File: config.mk
export PLATFORM = sky130hd
export DESIGN_NAME = flic_top
export DESIGN_NICKNAME = d
export VERILOG_FILES = /design/src/rtl/flic_sync.v /design/src/rtl/flic_top.v
export VERILOG_INCLUDE_DIRS = /design/src /design/src/rtl
export SDC_FILE = /design/constraint.sdc
export NUM_CORES = 1
export LEC_CHECK = 0
export BUFFER_PORTS_ARGS = -buffer_cell sky130_fd_sc_hd__clkbuf_2
export CAP_MARGIN = 20
export CORE_MARGIN = 4
export CORE_UTILIZATION = 52
export DETAILED_ROUTE_END_ITERATION = 10
export PLACE_DENSITY = 0.8
export SLEW_MARGIN = 20
export SYNTH_ARGS = -nofsm -noshare
export SYNTH_HDL_FRONTEND = slang
export SYNTH_SLANG_ARGS = --single-unit
File: constraint.sdc
create_clock -name clk -period 11.8 [get_ports clk]
set_clock_uncertainty 0.2 [all_clocks]
set_input_delay 1.18 -clock clk [delete_from_list [all_inputs] [get_ports clk]]
set_output_delay 1.18 -clock clk [all_outputs]
set_load 0.05 [all_outputs]
File: src/rtl/flic_regs.vh
// Register offsets, field positions, reset values and vectors of the interrupt controller
`ifndef FLIC_REGS_VH
`define FLIC_REGS_VH

// ****************************************
// Register index; the bus byte address is four times it
// ****************************************
`define FLIC_OFS_ENABLE      8'ha8
`define FLIC_OFS_PRIO_LOW    8'hb8
`define FLIC_OFS_PRIO_HIGH   8'hb7
`define FLIC_OFS_CTRL        8'hc0
`define FLIC_OFS_STATUS      8'hc4
`define FLIC_OFS_INT_STAT    8'hc8
`define FLIC_OFS_INT_MASK    8'hcc

// ****************************************
// Register byte addresses, 10 bits
// ****************************************
`define FLIC_ADR_ENABLE      {`FLIC_OFS_ENABLE, 2'b00}
`define FLIC_ADR_PRIO_LOW    {`FLIC_OFS_PRIO_LOW, 2'b00}
`define FLIC_ADR_PRIO_HIGH   {`FLIC_OFS_PRIO_HIGH, 2'b00}
`define FLIC_ADR_CTRL        {`FLIC_OFS_CTRL, 2'b00}
`define FLIC_ADR_STATUS      {`FLIC_OFS_STATUS, 2'b00}
`define FLIC_ADR_INT_STAT    {`FLIC_OFS_INT_STAT, 2'b00}
`define FLIC_ADR_INT_MASK    {`FLIC_OFS_INT_MASK, 2'b00}

// ****************************************
// Fields
// ****************************************
`define FLIC_NSRC            7
`define FLIC_GLOBAL_BIT      7
`define FLIC_RSV_BIT         7
`define FLIC_IDLE_LEVEL      3'h4

// ****************************************
// Reset values
// ****************************************
`define FLIC_RST_ENABLE      8'h00
`define FLIC_RST_PRIO        7'h00
`define FLIC_RST_MASK        2'h0

// ****************************************
// Vector addresses, polling order index 0..6
// ****************************************
`define FLIC_VEC_EXT_A       16'h0003
`define FLIC_VEC_TIMER0      16'h000b
`define FLIC_VEC_EXT_B       16'h0013
`define FLIC_VEC_TIMER1      16'h001b
`define FLIC_VEC_SERIAL_A    16'h0023
`define FLIC_VEC_TIMER2      16'h002b
`define FLIC_VEC_SERIAL_B    16'h0033

`endif

File: src/rtl/flic_sync.v
// Three-stage synchroniser with agreement filter for the external request pins
`timescale 1ns/100ps
module flic_sync
(
  // Clock and reset
  input  wire clk,
  input  wire rst,
  // Pin and clean level
  input  wire pin_in,
  output reg  level_out
);

  reg s1_q;
  reg s2_q;
  reg s3_q;

  // Level changes only once stages two and three agree
  always @(posedge clk or posedge rst)
  begin
    if (rst)
    begin
      s1_q      <= 1'b0;
      s2_q      <= 1'b0;
      s3_q      <= 1'b0;
      level_out <= 1'b0;
    end
    else
    begin
      s1_q <= pin_in;
      s2_q <= s1_q;
      s3_q <= s2_q;
      if (s2_q == s3_q)
      begin
        level_out <= s3_q;
      end
    end
  end

endmodule

File: src/rtl/flic_top.v
// Four-level seven-source interrupt controller with AXI4-Lite register access
//
// Implementation choice: the AXI4-Lite interface to the registers.
`timescale 1ns/100ps
`include "flic_regs.vh"

module flic_top
(
  // Clock and reset
  input  wire        clk,
  input  wire        rst,
  // Request sources
  input  wire        ext_request_a_pin,
  input  wire        ext_request_b_pin,
  input  wire        timer0_ovf,
  input  wire        timer1_ovf,
  input  wire        timer2_ovf,
  input  wire        serial_a_req,
  input  wire        serial_b_req,
  // Core side
  output wire        irq_req,
  output reg  [15:0] irq_vector,
  output reg  [1:0]  irq_level,
  input  wire        irq_ack,
  input  wire        irq_return,
  // AXI4-Lite slave
  input  wire [9:0]  s_axi_awaddr,
  input  wire        s_axi_awvalid,
  output wire        s_axi_awready,
  input  wire [31:0] s_axi_wdata,
  input  wire [3:0]  s_axi_wstrb,
  input  wire        s_axi_wvalid,
  output wire        s_axi_wready,
  output reg  [1:0]  s_axi_bresp,
  output reg         s_axi_bvalid,
  input  wire        s_axi_bready,
  input  wire [9:0]  s_axi_araddr,
  input  wire        s_axi_arvalid,
  output wire        s_axi_arready,
  output reg  [31:0] s_axi_rdata,
  output reg  [1:0]  s_axi_rresp,
  output reg         s_axi_rvalid,
  input  wire        s_axi_rready,
  // Interrupt to system
  output wire        irq_out
);

  // ****************************************
  // Vector lookup by polling index
  // ****************************************
  function [15:0] vec_of;
    input [2:0] idx;
    begin
      case (idx)
        3'h0:    vec_of = `FLIC_VEC_EXT_A;
        3'h1:    vec_of = `FLIC_VEC_TIMER0;
        3'h2:    vec_of = `FLIC_VEC_EXT_B;
        3'h3:    vec_of = `FLIC_VEC_TIMER1;
        3'h4:    vec_of = `FLIC_VEC_SERIAL_A;
        3'h5:    vec_of = `FLIC_VEC_TIMER2;
        default: vec_of = `FLIC_VEC_SERIAL_B;
      endcase
    end
  endfunction

  // Every mapped register, shared by the read and write decode
  function reg_hit;
    input [9:0] adr;
    begin
      reg_hit = (adr == `FLIC_ADR_ENABLE) || (adr == `FLIC_ADR_PRIO_LOW) || (adr == `FLIC_ADR_PRIO_HIGH)
                || (adr == `FLIC_ADR_CTRL) || (adr == `FLIC_ADR_STATUS) || (adr == `FLIC_ADR_INT_STAT)
                || (adr == `FLIC_ADR_INT_MASK);
    end
  endfunction

  // ****************************************
  // Registers and state
  // ****************************************
  reg  [7:0] int_enable_reg_q;
  reg  [6:0] priority_low_reg_q;
  reg  [6:0] priority_high_reg_q;
  reg  [3:0] in_service_q;
  reg  [1:0] int_stat_q;
  reg  [1:0] int_mask_q;
  reg        bus_irq_off_q;

  wire ext_a_lvl;
  wire ext_b_lvl;

  flic_sync u_sync_a
  (
    .clk       (clk),
    .rst       (rst),
    .pin_in    (ext_request_a_pin),
    .level_out (ext_a_lvl)
  );

  flic_sync u_sync_b
  (
    .clk       (clk),
    .rst       (rst),
    .pin_in    (ext_request_b_pin),
    .level_out (ext_b_lvl)
  );

  // Source vector in enable-register bit order
  wire [6:0] src_raw = {serial_b_req, timer2_ovf, serial_a_req, timer1_ovf,
                        ext_b_lvl, timer0_ovf, ext_a_lvl};

  wire       global_irq_enable = int_enable_reg_q[`FLIC_GLOBAL_BIT];
  wire [6:0] src_en = src_raw & int_enable_reg_q[6:0]
                      & {7{global_irq_enable}};

  // ****************************************
  // Arbitration
  // ****************************************
  reg  [2:0] win_idx;
  reg  [1:0] win_lvl;
  reg        win_any;
  reg  [1:0] lvl_i;
  integer    i;

  // Scan highest index down so the lowest polling index wins ties
  always @*
  begin
    win_idx = 3'h0;
    win_lvl = 2'h0;
    win_any = 1'b0;
    lvl_i   = 2'h0;
    for (i = `FLIC_NSRC - 1; i >= 0; i = i - 1)
    begin
      lvl_i = {priority_high_reg_q[i], priority_low_reg_q[i]};
      if (src_en[i] && (!win_any || lvl_i >= win_lvl))
      begin
        win_any = 1'b1;
        win_lvl = lvl_i;
        win_idx = i[2:0];
      end
    end
  end

  // Highest level currently in service, 4 means none
  reg [2:0] cur_lvl;
  always @*
  begin
    if (in_service_q[3])
      cur_lvl = 3'h3;
    else if (in_service_q[2])
      cur_lvl = 3'h2;
    else if (in_service_q[1])
      cur_lvl = 3'h1;
    else if (in_service_q[0])
      cur_lvl = 3'h0;
    else
      cur_lvl = `FLIC_IDLE_LEVEL;
  end

  // Strictly higher only; level 3 in service blocks all
  wire may_preempt = (cur_lvl == `FLIC_IDLE_LEVEL) || ({1'b0, win_lvl} > cur_lvl);
  assign irq_req = win_any && may_preempt && !bus_irq_off_q;

  // Vector and level held in flops for the core
  always @(posedge clk or posedge rst)
  begin
    if (rst)
    begin
      irq_vector <= 16'h0000;
      irq_level  <= 2'h0;
    end
    else
    begin
      irq_vector <= vec_of(win_idx);
      irq_level  <= win_lvl;
    end
  end

  // ****************************************
  // In-service tracking
  // ****************************************
  reg [3:0] in_service_d;
  always @*
  begin
    in_service_d = in_service_q;
    // Return releases only the highest active level
    if (irq_return && cur_lvl != `FLIC_IDLE_LEVEL)
      in_service_d[cur_lvl[1:0]] = 1'b0;
    // Ack honoured only while the request is really offered
    if (irq_ack && irq_req)
      in_service_d[irq_level] = 1'b1;
  end

  always @(posedge clk or posedge rst)
  begin
    if (rst)
      in_service_q <= 4'h0;
    else
      in_service_q <= in_service_d;
  end

  // ****************************************
  // AXI4-Lite write path
  // ****************************************
  reg       aw_held_q;
  reg [9:0] aw_addr_q;
  reg       w_held_q;
  reg [31:0] w_data_q;
  reg [3:0] w_strb_q;

  assign s_axi_awready = !aw_held_q && !s_axi_bvalid;
  assign s_axi_wready  = !w_held_q && !s_axi_bvalid;

  wire       do_write = aw_held_q && w_held_q;
  wire [7:0] wdat     = w_data_q[7:0];
  wire       wlane    = w_strb_q[0];

  // Interrupt events: bit 0 grant taken, bit 1 handler return
  wire [1:0] int_events = {irq_return & (cur_lvl != `FLIC_IDLE_LEVEL), irq_ack & irq_req};

  always @(posedge clk or posedge rst)
  begin
    if (rst)
    begin
      aw_held_q           <= 1'b0;
      aw_addr_q           <= 10'h000;
      w_held_q            <= 1'b0;
      w_data_q            <= 32'h00000000;
      w_strb_q            <= 4'h0;
      s_axi_bvalid        <= 1'b0;
      s_axi_bresp         <= 2'h0;
      int_enable_reg_q    <= `FLIC_RST_ENABLE;
      priority_low_reg_q  <= `FLIC_RST_PRIO;
      priority_high_reg_q <= `FLIC_RST_PRIO;
      int_mask_q          <= `FLIC_RST_MASK;
      int_stat_q          <= 2'h0;
      bus_irq_off_q       <= 1'b0;
    end
    else
    begin
      if (s_axi_awvalid && s_axi_awready)
      begin
        aw_held_q <= 1'b1;
        aw_addr_q <= s_axi_awaddr;
      end
      if (s_axi_wvalid && s_axi_wready)
      begin
        w_held_q <= 1'b1;
        w_data_q <= s_axi_wdata;
        w_strb_q <= s_axi_wstrb;
      end
      if (s_axi_bvalid && s_axi_bready)
        s_axi_bvalid <= 1'b0;
      int_stat_q    <= int_stat_q | int_events;
      if (do_write)
      begin
        aw_held_q    <= 1'b0;
        w_held_q     <= 1'b0;
        s_axi_bvalid <= 1'b1;
        s_axi_bresp  <= reg_hit(aw_addr_q) ? 2'h0 : 2'h2;
        if (wlane)
        begin
          if (aw_addr_q == `FLIC_ADR_ENABLE)
            int_enable_reg_q <= wdat;
          else if (aw_addr_q == `FLIC_ADR_PRIO_LOW)
            priority_low_reg_q <= wdat[6:0];
          else if (aw_addr_q == `FLIC_ADR_PRIO_HIGH)
            priority_high_reg_q <= wdat[6:0];
          else if (aw_addr_q == `FLIC_ADR_CTRL)
            bus_irq_off_q <= wdat[0];
          else if (aw_addr_q == `FLIC_ADR_INT_STAT)
            int_stat_q <= (int_stat_q & ~wdat[1:0]) | int_events;     // New events win over the clear
          else if (aw_addr_q == `FLIC_ADR_INT_MASK)
            int_mask_q <= wdat[1:0];
        end
      end
    end
  end

  assign irq_out = |(int_stat_q & int_mask_q);

  // ****************************************
  // AXI4-Lite read path
  // ****************************************
  reg [31:0] rd_word;
  always @*
  begin
    rd_word = 32'h00000000;
    if (s_axi_araddr == `FLIC_ADR_ENABLE)
      rd_word[7:0] = int_enable_reg_q;
    else if (s_axi_araddr == `FLIC_ADR_PRIO_LOW)
      rd_word[6:0] = priority_low_reg_q;
    else if (s_axi_araddr == `FLIC_ADR_PRIO_HIGH)
      rd_word[6:0] = priority_high_reg_q;
    else if (s_axi_araddr == `FLIC_ADR_CTRL)
      rd_word[0] = bus_irq_off_q;
    else if (s_axi_araddr == `FLIC_ADR_STATUS)
      rd_word[15:0] = {src_raw, 1'b0, in_service_q, cur_lvl, irq_req};
    else if (s_axi_araddr == `FLIC_ADR_INT_STAT)
      rd_word[1:0] = int_stat_q;
    else if (s_axi_araddr == `FLIC_ADR_INT_MASK)
      rd_word[1:0] = int_mask_q;
  end

  wire rd_hit = reg_hit(s_axi_araddr);

  assign s_axi_arready = !s_axi_rvalid;

  always @(posedge clk or posedge rst)
  begin
    if (rst)
    begin
      s_axi_rvalid <= 1'b0;
      s_axi_rdata  <= 32'h00000000;
      s_axi_rresp  <= 2'h0;
    end
    else if (s_axi_arvalid && s_axi_arready)
    begin
      s_axi_rvalid <= 1'b1;
      s_axi_rdata  <= rd_word;
      s_axi_rresp  <= rd_hit ? 2'h0 : 2'h2;
    end
    else if (s_axi_rready)
      s_axi_rvalid <= 1'b0;
  end

endmodule

# Word level (Yosys, flattened, before mapping)
# Index checks and enable logic that the tools add are counted.
[word_totals] regBits=100 inputBits=72 output_inout_bits=61 wordCells=199
[classes] n_lt_le_gt_ge=11 n_eq_ne=23 muxes=61 bitwise_logic=17 n_reduce_logical=60
[op_table] operator="== test 10 bit, second input constant" n=14
[op_table] operator="two-way mux 2 bit" n=19
[op_table] operator="case mux 6 bit (6 select lines)" n=1
[op_table] operator="two-way mux 3 bit" n=11
[op_table] operator="logical AND 1 bit" n=19
[op_table] operator="logical OR 1 bit" n=19
[op_table] operator="two-way mux 1 bit" n=18
[op_table] operator="two-way mux 9 bit" n=2
[op_table] operator="two-way mux 8 bit" n=2
[op_table] operator="two-way mux 15 bit" n=1
[op_table] operator="bitwise AND 7 bit" n=2
[op_table] operator="two-way mux 14 bit" n=1
[op_table] operator="two-way mux 7 bit" n=2
[op_table] operator="greater-or-equal comparator 2 bit" n=6
[op_table] operator="logical NOT 1 bit" n=11
[op_table] operator="== test 3 bit, second input constant" n=3
[op_table] operator="two-way mux 4 bit" n=2
[op_table] operator="AND reduction 8 bit" n=1
[op_table] operator="nonzero test 2 bit" n=4
[op_table] operator="== test 3 x 2 -> 1 bit, second input constant" n=2
[op_table] operator="< comparator 2 x 3 -> 1 bit, second input constant" n=2
[op_table] operator="AND reduction 6 bit" n=1
[op_table] operator="inverter 1 bit" n=5
[op_table] operator="AND reduction 5 bit" n=1
[op_table] operator="other kinds (17)" n=23

# Depth between registers and ports, before layout
[depth] word_depth=40 ltp_mapped=42 depth_no_buf=40

# Hierarchy
# Synthesis repeated with hierarchy kept, for this count alone.
[unflattened] cells_unflattened=455 hier_area_um2=4658.2
[modules_own_cells] mod="flic_top" n_inst=1 cells_each=443 area_each_um2=4428.0 seq_area_each_um2=1926.8
[modules_own_cells] mod="flic_sync" n_inst=2 cells_each=6 area_each_um2=115.1 seq_area_each_um2=100.1

# Worst setup path before layout
# OpenSTA, ideal clock, no wires.
[synth_timing] path_type="input to output" from="input serial_b_req" to="output irq_req" arrival_ns=10.165 t_required_ns=10.420 slack_ns=0.255 cell_stages=38 n_path_buf=1 cell_sequence="and4_1 -> ha_1 -> nand2b_1 -> a211oi_1 -> o22ai_1 -> and2_1 -> ha_1 -> nand2b_1 -> a221oi_1 -> nor2_1 -> o21ba_2 -> ha_1 -> nand2b_1 -> a211o_1 -> and4_1 -> clkbuf_1 -> mux2_2 -> ha_1 -> (+2 left out) -> nor3b_2 -> or2_1 -> o221a_2 -> ha_1 -> nand2b_1 -> a21oi_1 -> a21oi_1 -> mux2_2 -> ha_1 -> nand2b_1 -> a21oi_1 -> a21oi_1 -> or2_2 -> o21ai_0 -> ha_1 -> nand2_1 -> o21ai_0 -> a221oi_1"
[synth_via] elab_chain_cells=31 elab_cells_between_ends=44 classes_between="7 x order compare; 14 x mux; 2 x bitwise; 21 x reduce/logical"
[synth_rtl] element="from (decl)" line_no="flic_top.v:19" source="input wire serial_b_req,"
[synth_rtl] element="bitwise AND 7 bit *" line_no="flic_top.v:111" source="wire [6:0] src_en = src_raw & int_enable_reg_q[6:0]"
[synth_rtl] element="bitwise AND 7 bit *" line_no="flic_top.v:112" source="& {7{global_irq_enable}};"
[synth_rtl] element="two-way mux 2 bit / two-way mux 1 bit (equally long branches)" line_no="flic_top.v:133" source="if (src_en[i] && (!win_any || lvl_i >= win_lvl))"
[synth_rtl] element="greater-or-equal comparator 2 bit / logical NOT 1 bit (equally long branches)" line_no="flic_top.v:133"
[synth_rtl] element="logical OR 1 bit" line_no="flic_top.v:133"
[synth_rtl] element="logical AND 1 bit" line_no="flic_top.v:133"
[synth_rtl] element="two-way mux 2 bit / two-way mux 1 bit (equally long branches)" line_no="flic_top.v:133"
[synth_rtl] element="greater-or-equal comparator 2 bit / logical NOT 1 bit (equally long branches)" line_no="flic_top.v:133"
[synth_rtl] element="(+15 left out)"
[synth_rtl] element="greater-or-equal comparator 2 bit / logical NOT 1 bit (equally long branches)" line_no="flic_top.v:133"
[synth_rtl] element="logical OR 1 bit" line_no="flic_top.v:133"
[synth_rtl] element="logical AND 1 bit" line_no="flic_top.v:133"
[synth_rtl] element="two-way mux 2 bit *" line_no="flic_top.v:133"
[synth_rtl] element="named net win_lvl[1]" line_no="flic_top.v:118" source="reg [1:0] win_lvl;"
[synth_rtl] element="greater-than comparator 2 x 3 -> 1 bit *" line_no="flic_top.v:159" source="wire may_preempt = (cur_lvl == `FLIC_IDLE_LEVEL) || ({1'b0, win_lvl} > cur_lvl);"
[synth_rtl] element="logical OR 1 bit *" line_no="flic_top.v:159"
[synth_rtl] element="logical AND 1 bit * (2 in series)" line_no="flic_top.v:160" source="assign irq_req = win_any && may_preempt && !bus_irq_off_q;"
[synth_rtl] element="to (decl)" line_no="flic_top.v:21" source="output wire irq_req,"
# The timed path passes the listed nets; every way through them passes the cells marked *.

# Worst setup path after layout
# Ends and elaborated chain as after synthesis.

==> flow_metrics.tcl <==
set metrics [dict create \
    synth.area.mux_share_pct 13.6 \
    yosys.area.top_type "dfrtp_1" \
    cp.arrival_ns 9.74 \
    status "complete, no violations" \
    cts_setup_buffers 0 \
    grt_pass1_wl_um 15900 \
    fin_crit_ns 11.12 \
    hold_viol 0 \
    finalSetupViolCount 0 \
    syn_to_final_growth_pct 14.6 \
    synth_top_family_by_area "simple AND/OR/NAND/NOR gates" \
    yosys-top-cells-area "dfrtp_1 48%, mux2_2 12%, buf_4 5.2%" \
    synth.distinct_cells 52 \
    clk_latency_ns 0.35 \
    cts_root_buffer "clkbuf_8" \
    grtUsageTotal_pct 19.8 \
    h-tree-depth 3 \
    io_buffers 75 \
    cts_tree "built" \
    nNetsFinal 579 \
    cts_sinks 85 \
    drive_above_1_share_pct 32.5 \
    yosysTopAreaCellShare_pct 47.9 \
    syn_area_per_cell_um2 10.7 \
    hold_class "reg2reg" \
    wl_um 9520 \
    vias_per_cell 5.60 \
    coreArea_um2 8260 \
    instances_no_fill 603 \
    cap_violations 0 \
    drt_pass1_iterations 5 \
    ant_nets 0 \
    total_power_mw 0.812 \
    antenna_found_initial 0 \
    io_pins 133 \
    num-fill-cells 699 \
    crit_slowest_cell "mux2_2" \
    avgRoutedWirePerCell_um 15.8 \
    synth_seq_cells 85 \
    grt_pass1_vias 3335 \
    synth_fa_ha_area_share_pct 4.40 \
    fp-row-count 33 \
    initial_utilization_pct 53.8 \
    worst_slack_ns 0.676 \
    diodes 0 \
    power_frac_comb_pct 23.5 \
    syn-cell-area_um2 4440 \
    ys_seq_area_share_pct 47.9 \
    yosys.area_share.xor_xnor_pct 0 \
    timing.hold.ws_ns 0.154 \
    die_area_um2 10100 \
    worstMarginPinSlew_ns 0.975 \
    rsz0062_at_grt "false" \
    cp_max_fo 7 \
    cp.required_ns 10.42 \
    max_freq_mhz 89.9 \
    swShare_pct 33.6 \
    async_reset_ff_share_pct 100 \
    peakVddDrop_mv 0.191 \
    slowest_delay_ns 0.36 \
    grt_max_degree 86 \
    drtIter0Drc 200 \
    leakage_nw 2.44 \
    place_area_um2 4810 \
    cts.clk_slew.worst_paths_ns 0.08 \
    post-dp-hpwl_um 7350 \
    power.density_nw_per_um2 160 \
    finalInstanceArea_um2 5090 \
    ys.flop_type "dfrtp_1" \
    cts_buffers 9 \
    worstSetupPathType "in2out" \
    overflow 0 \
    via_count 3377 \
    synth_edf_count 0 \
    post-place-cells 587 \
    slew_headroom_pct 34.5 \
    switchingPower_mw 0.272 \
    syn_inst 416 \
    drv_slew 0 \
    power_frac_clock_pct 28.7 \
    power_frac_seq_pct 47.8 \
    fin_tns_setup_ns 0 \
    multi_input_area_um2 2120 \
    synth-compound-area-share_pct 10.6 \
    setup.worst_path.end_class "primary output" \
    intPower_mw 0.540 \
    dp_slack_ns 0.136 \
    clockBufferDepth 2 \
    die_width_um 100 \
    synth-simple-area-share_pct 15.8 \
    drc 0 \
    final_core_util_pct 61.6 \
    fin_crit_sh_pct 94.3 \
    register_area_um2 2130 \
    fp.dieH_um 100 \
    crit_path_frequent_cell "ha_1" \
    critPathLaunchType "primary input" \
    ys_warn_count 0 \
    gp_congestion 0.887 \
]
## power groups by stage
stage               Combinational [mW]  Clock, mW  Sequential (mW)
floorplan                        0.136          0            0.408
global placement                 0.187          0            0.391
detailed placement               0.192          0            0.394
CTS                              0.193      0.237            0.388
global route                     0.207      0.250            0.398
finish                           0.191      0.233            0.388
## flip-flops by register name, indices dropped and copies added, names as in the netlist, 2 cells and up
signal	flops
int_stat_q	2
w_data_q	8
int_mask_q	2
irq_level	2
irq_vector	4
aw_addr_q	10
int_enable_reg_q	8
priority_high_reg_q	7
s_axi_rdata	15
in_service_q	4
priority_low_reg_q	7
## cells in the final DEF (no fill, tap or decap), types with 6 or more instances in the layout
master    instances
mux2_2           49
dfrtp_1          85
clkbuf_8         11
nand2_1          47
o21ai_0          11
nand3_1          19
nor2_1           22
ha_1             14
nand2b_1          7
clkbuf_2         74
a21oi_1           8
conb_1           31
o31ai_1           6
inv_1            15
## critical path, delay by kind of cell
family	cells	cell delay (ns)
adder cells (fa/ha/maj)	7	1.87
AO/OA/AOI/OAI	14	3.16
multiplexers	2	0.66
AND/OR/NAND/NOR	14	2.50
buffers and inverters	2	0.36
## cells in the mapped netlist, drive strengths merged (2+ instances only)
cell / instances
o31ai: 6
conb: 2
clkbuf: 9
buf: 33
a22o: 5
a221oi: 7
o22ai: 2
nor3b: 4
o21ai: 13
nand4: 5
or2: 3
nand3b: 2
dfrtp: 85
and2: 4
mux2i: 5
nor3: 5
nor2b: 3
nand2b: 7
maj3: 2
a2111oi: 2
nand2: 47
a21o: 3
nor4b: 2
nand3: 19
or4: 4
nor4: 3
inv: 16
a31oi: 2
o21ba: 3
mux2: 49
a21oi: 9
a222oi: 3
ha: 14
o21a: 3
or3: 2
and4: 2
nor2: 23
## final timing paths
check | from | endpoint | slack [ns] | depth (start not counted)
max | serial_b_req | irq_req | 0.68 | 39
min | u_sync_b.s1_q | u_sync_b.s2_q | 0.15 | 0
max reg2reg | int_enable_reg_q[7] | in_service_q[1] | 2.31 | 41
min reg2reg | u_sync_b.s1_q | u_sync_b.s2_q | 0.15 | 0
max in group asynchronous | rst | w_data_q[3] | 10.10 | 3
min in group asynchronous | rst | irq_level[0] | 0.80 | 3
## kinds of logic (layout without fill, tap and decap cells)
logic type	after synthesis	count (layout)
mux	54	54
compound gates	65	65
fa+ha+maj	16	16
flops	85	85
simple gates	136	136
buf+inv	58	111
other cells	2	31
## per-layer routing
metal | vias up | GRT usage (%) | routed length, µm
li1 | 1588 | - | -
met1 | 1622 | 25.9 | 4200
met2 | 137 | 31.6 | 4380
met3 | 30 | 3.96 | 662
met4 | 0 | 9.22 | 287
met5 | - | 0 | 0
## what timing repair did
action | in CTS | in global routing
hold buffers | 0 | 0
resized for setup | 0 | 11
endpoints found under the setup margin | 0 | 1
## final cells by class
class	count	share of cell area (%)
multi-input combinational	302	41.6
clock inverter	5	1.62
clock buffer	11	2.98
tap	105	2.58
timing repair buffer	79	8.17
sequential	85	41.8
inverter	16	1.21
No activity file was read; power rests on OpenSTA's default activity.
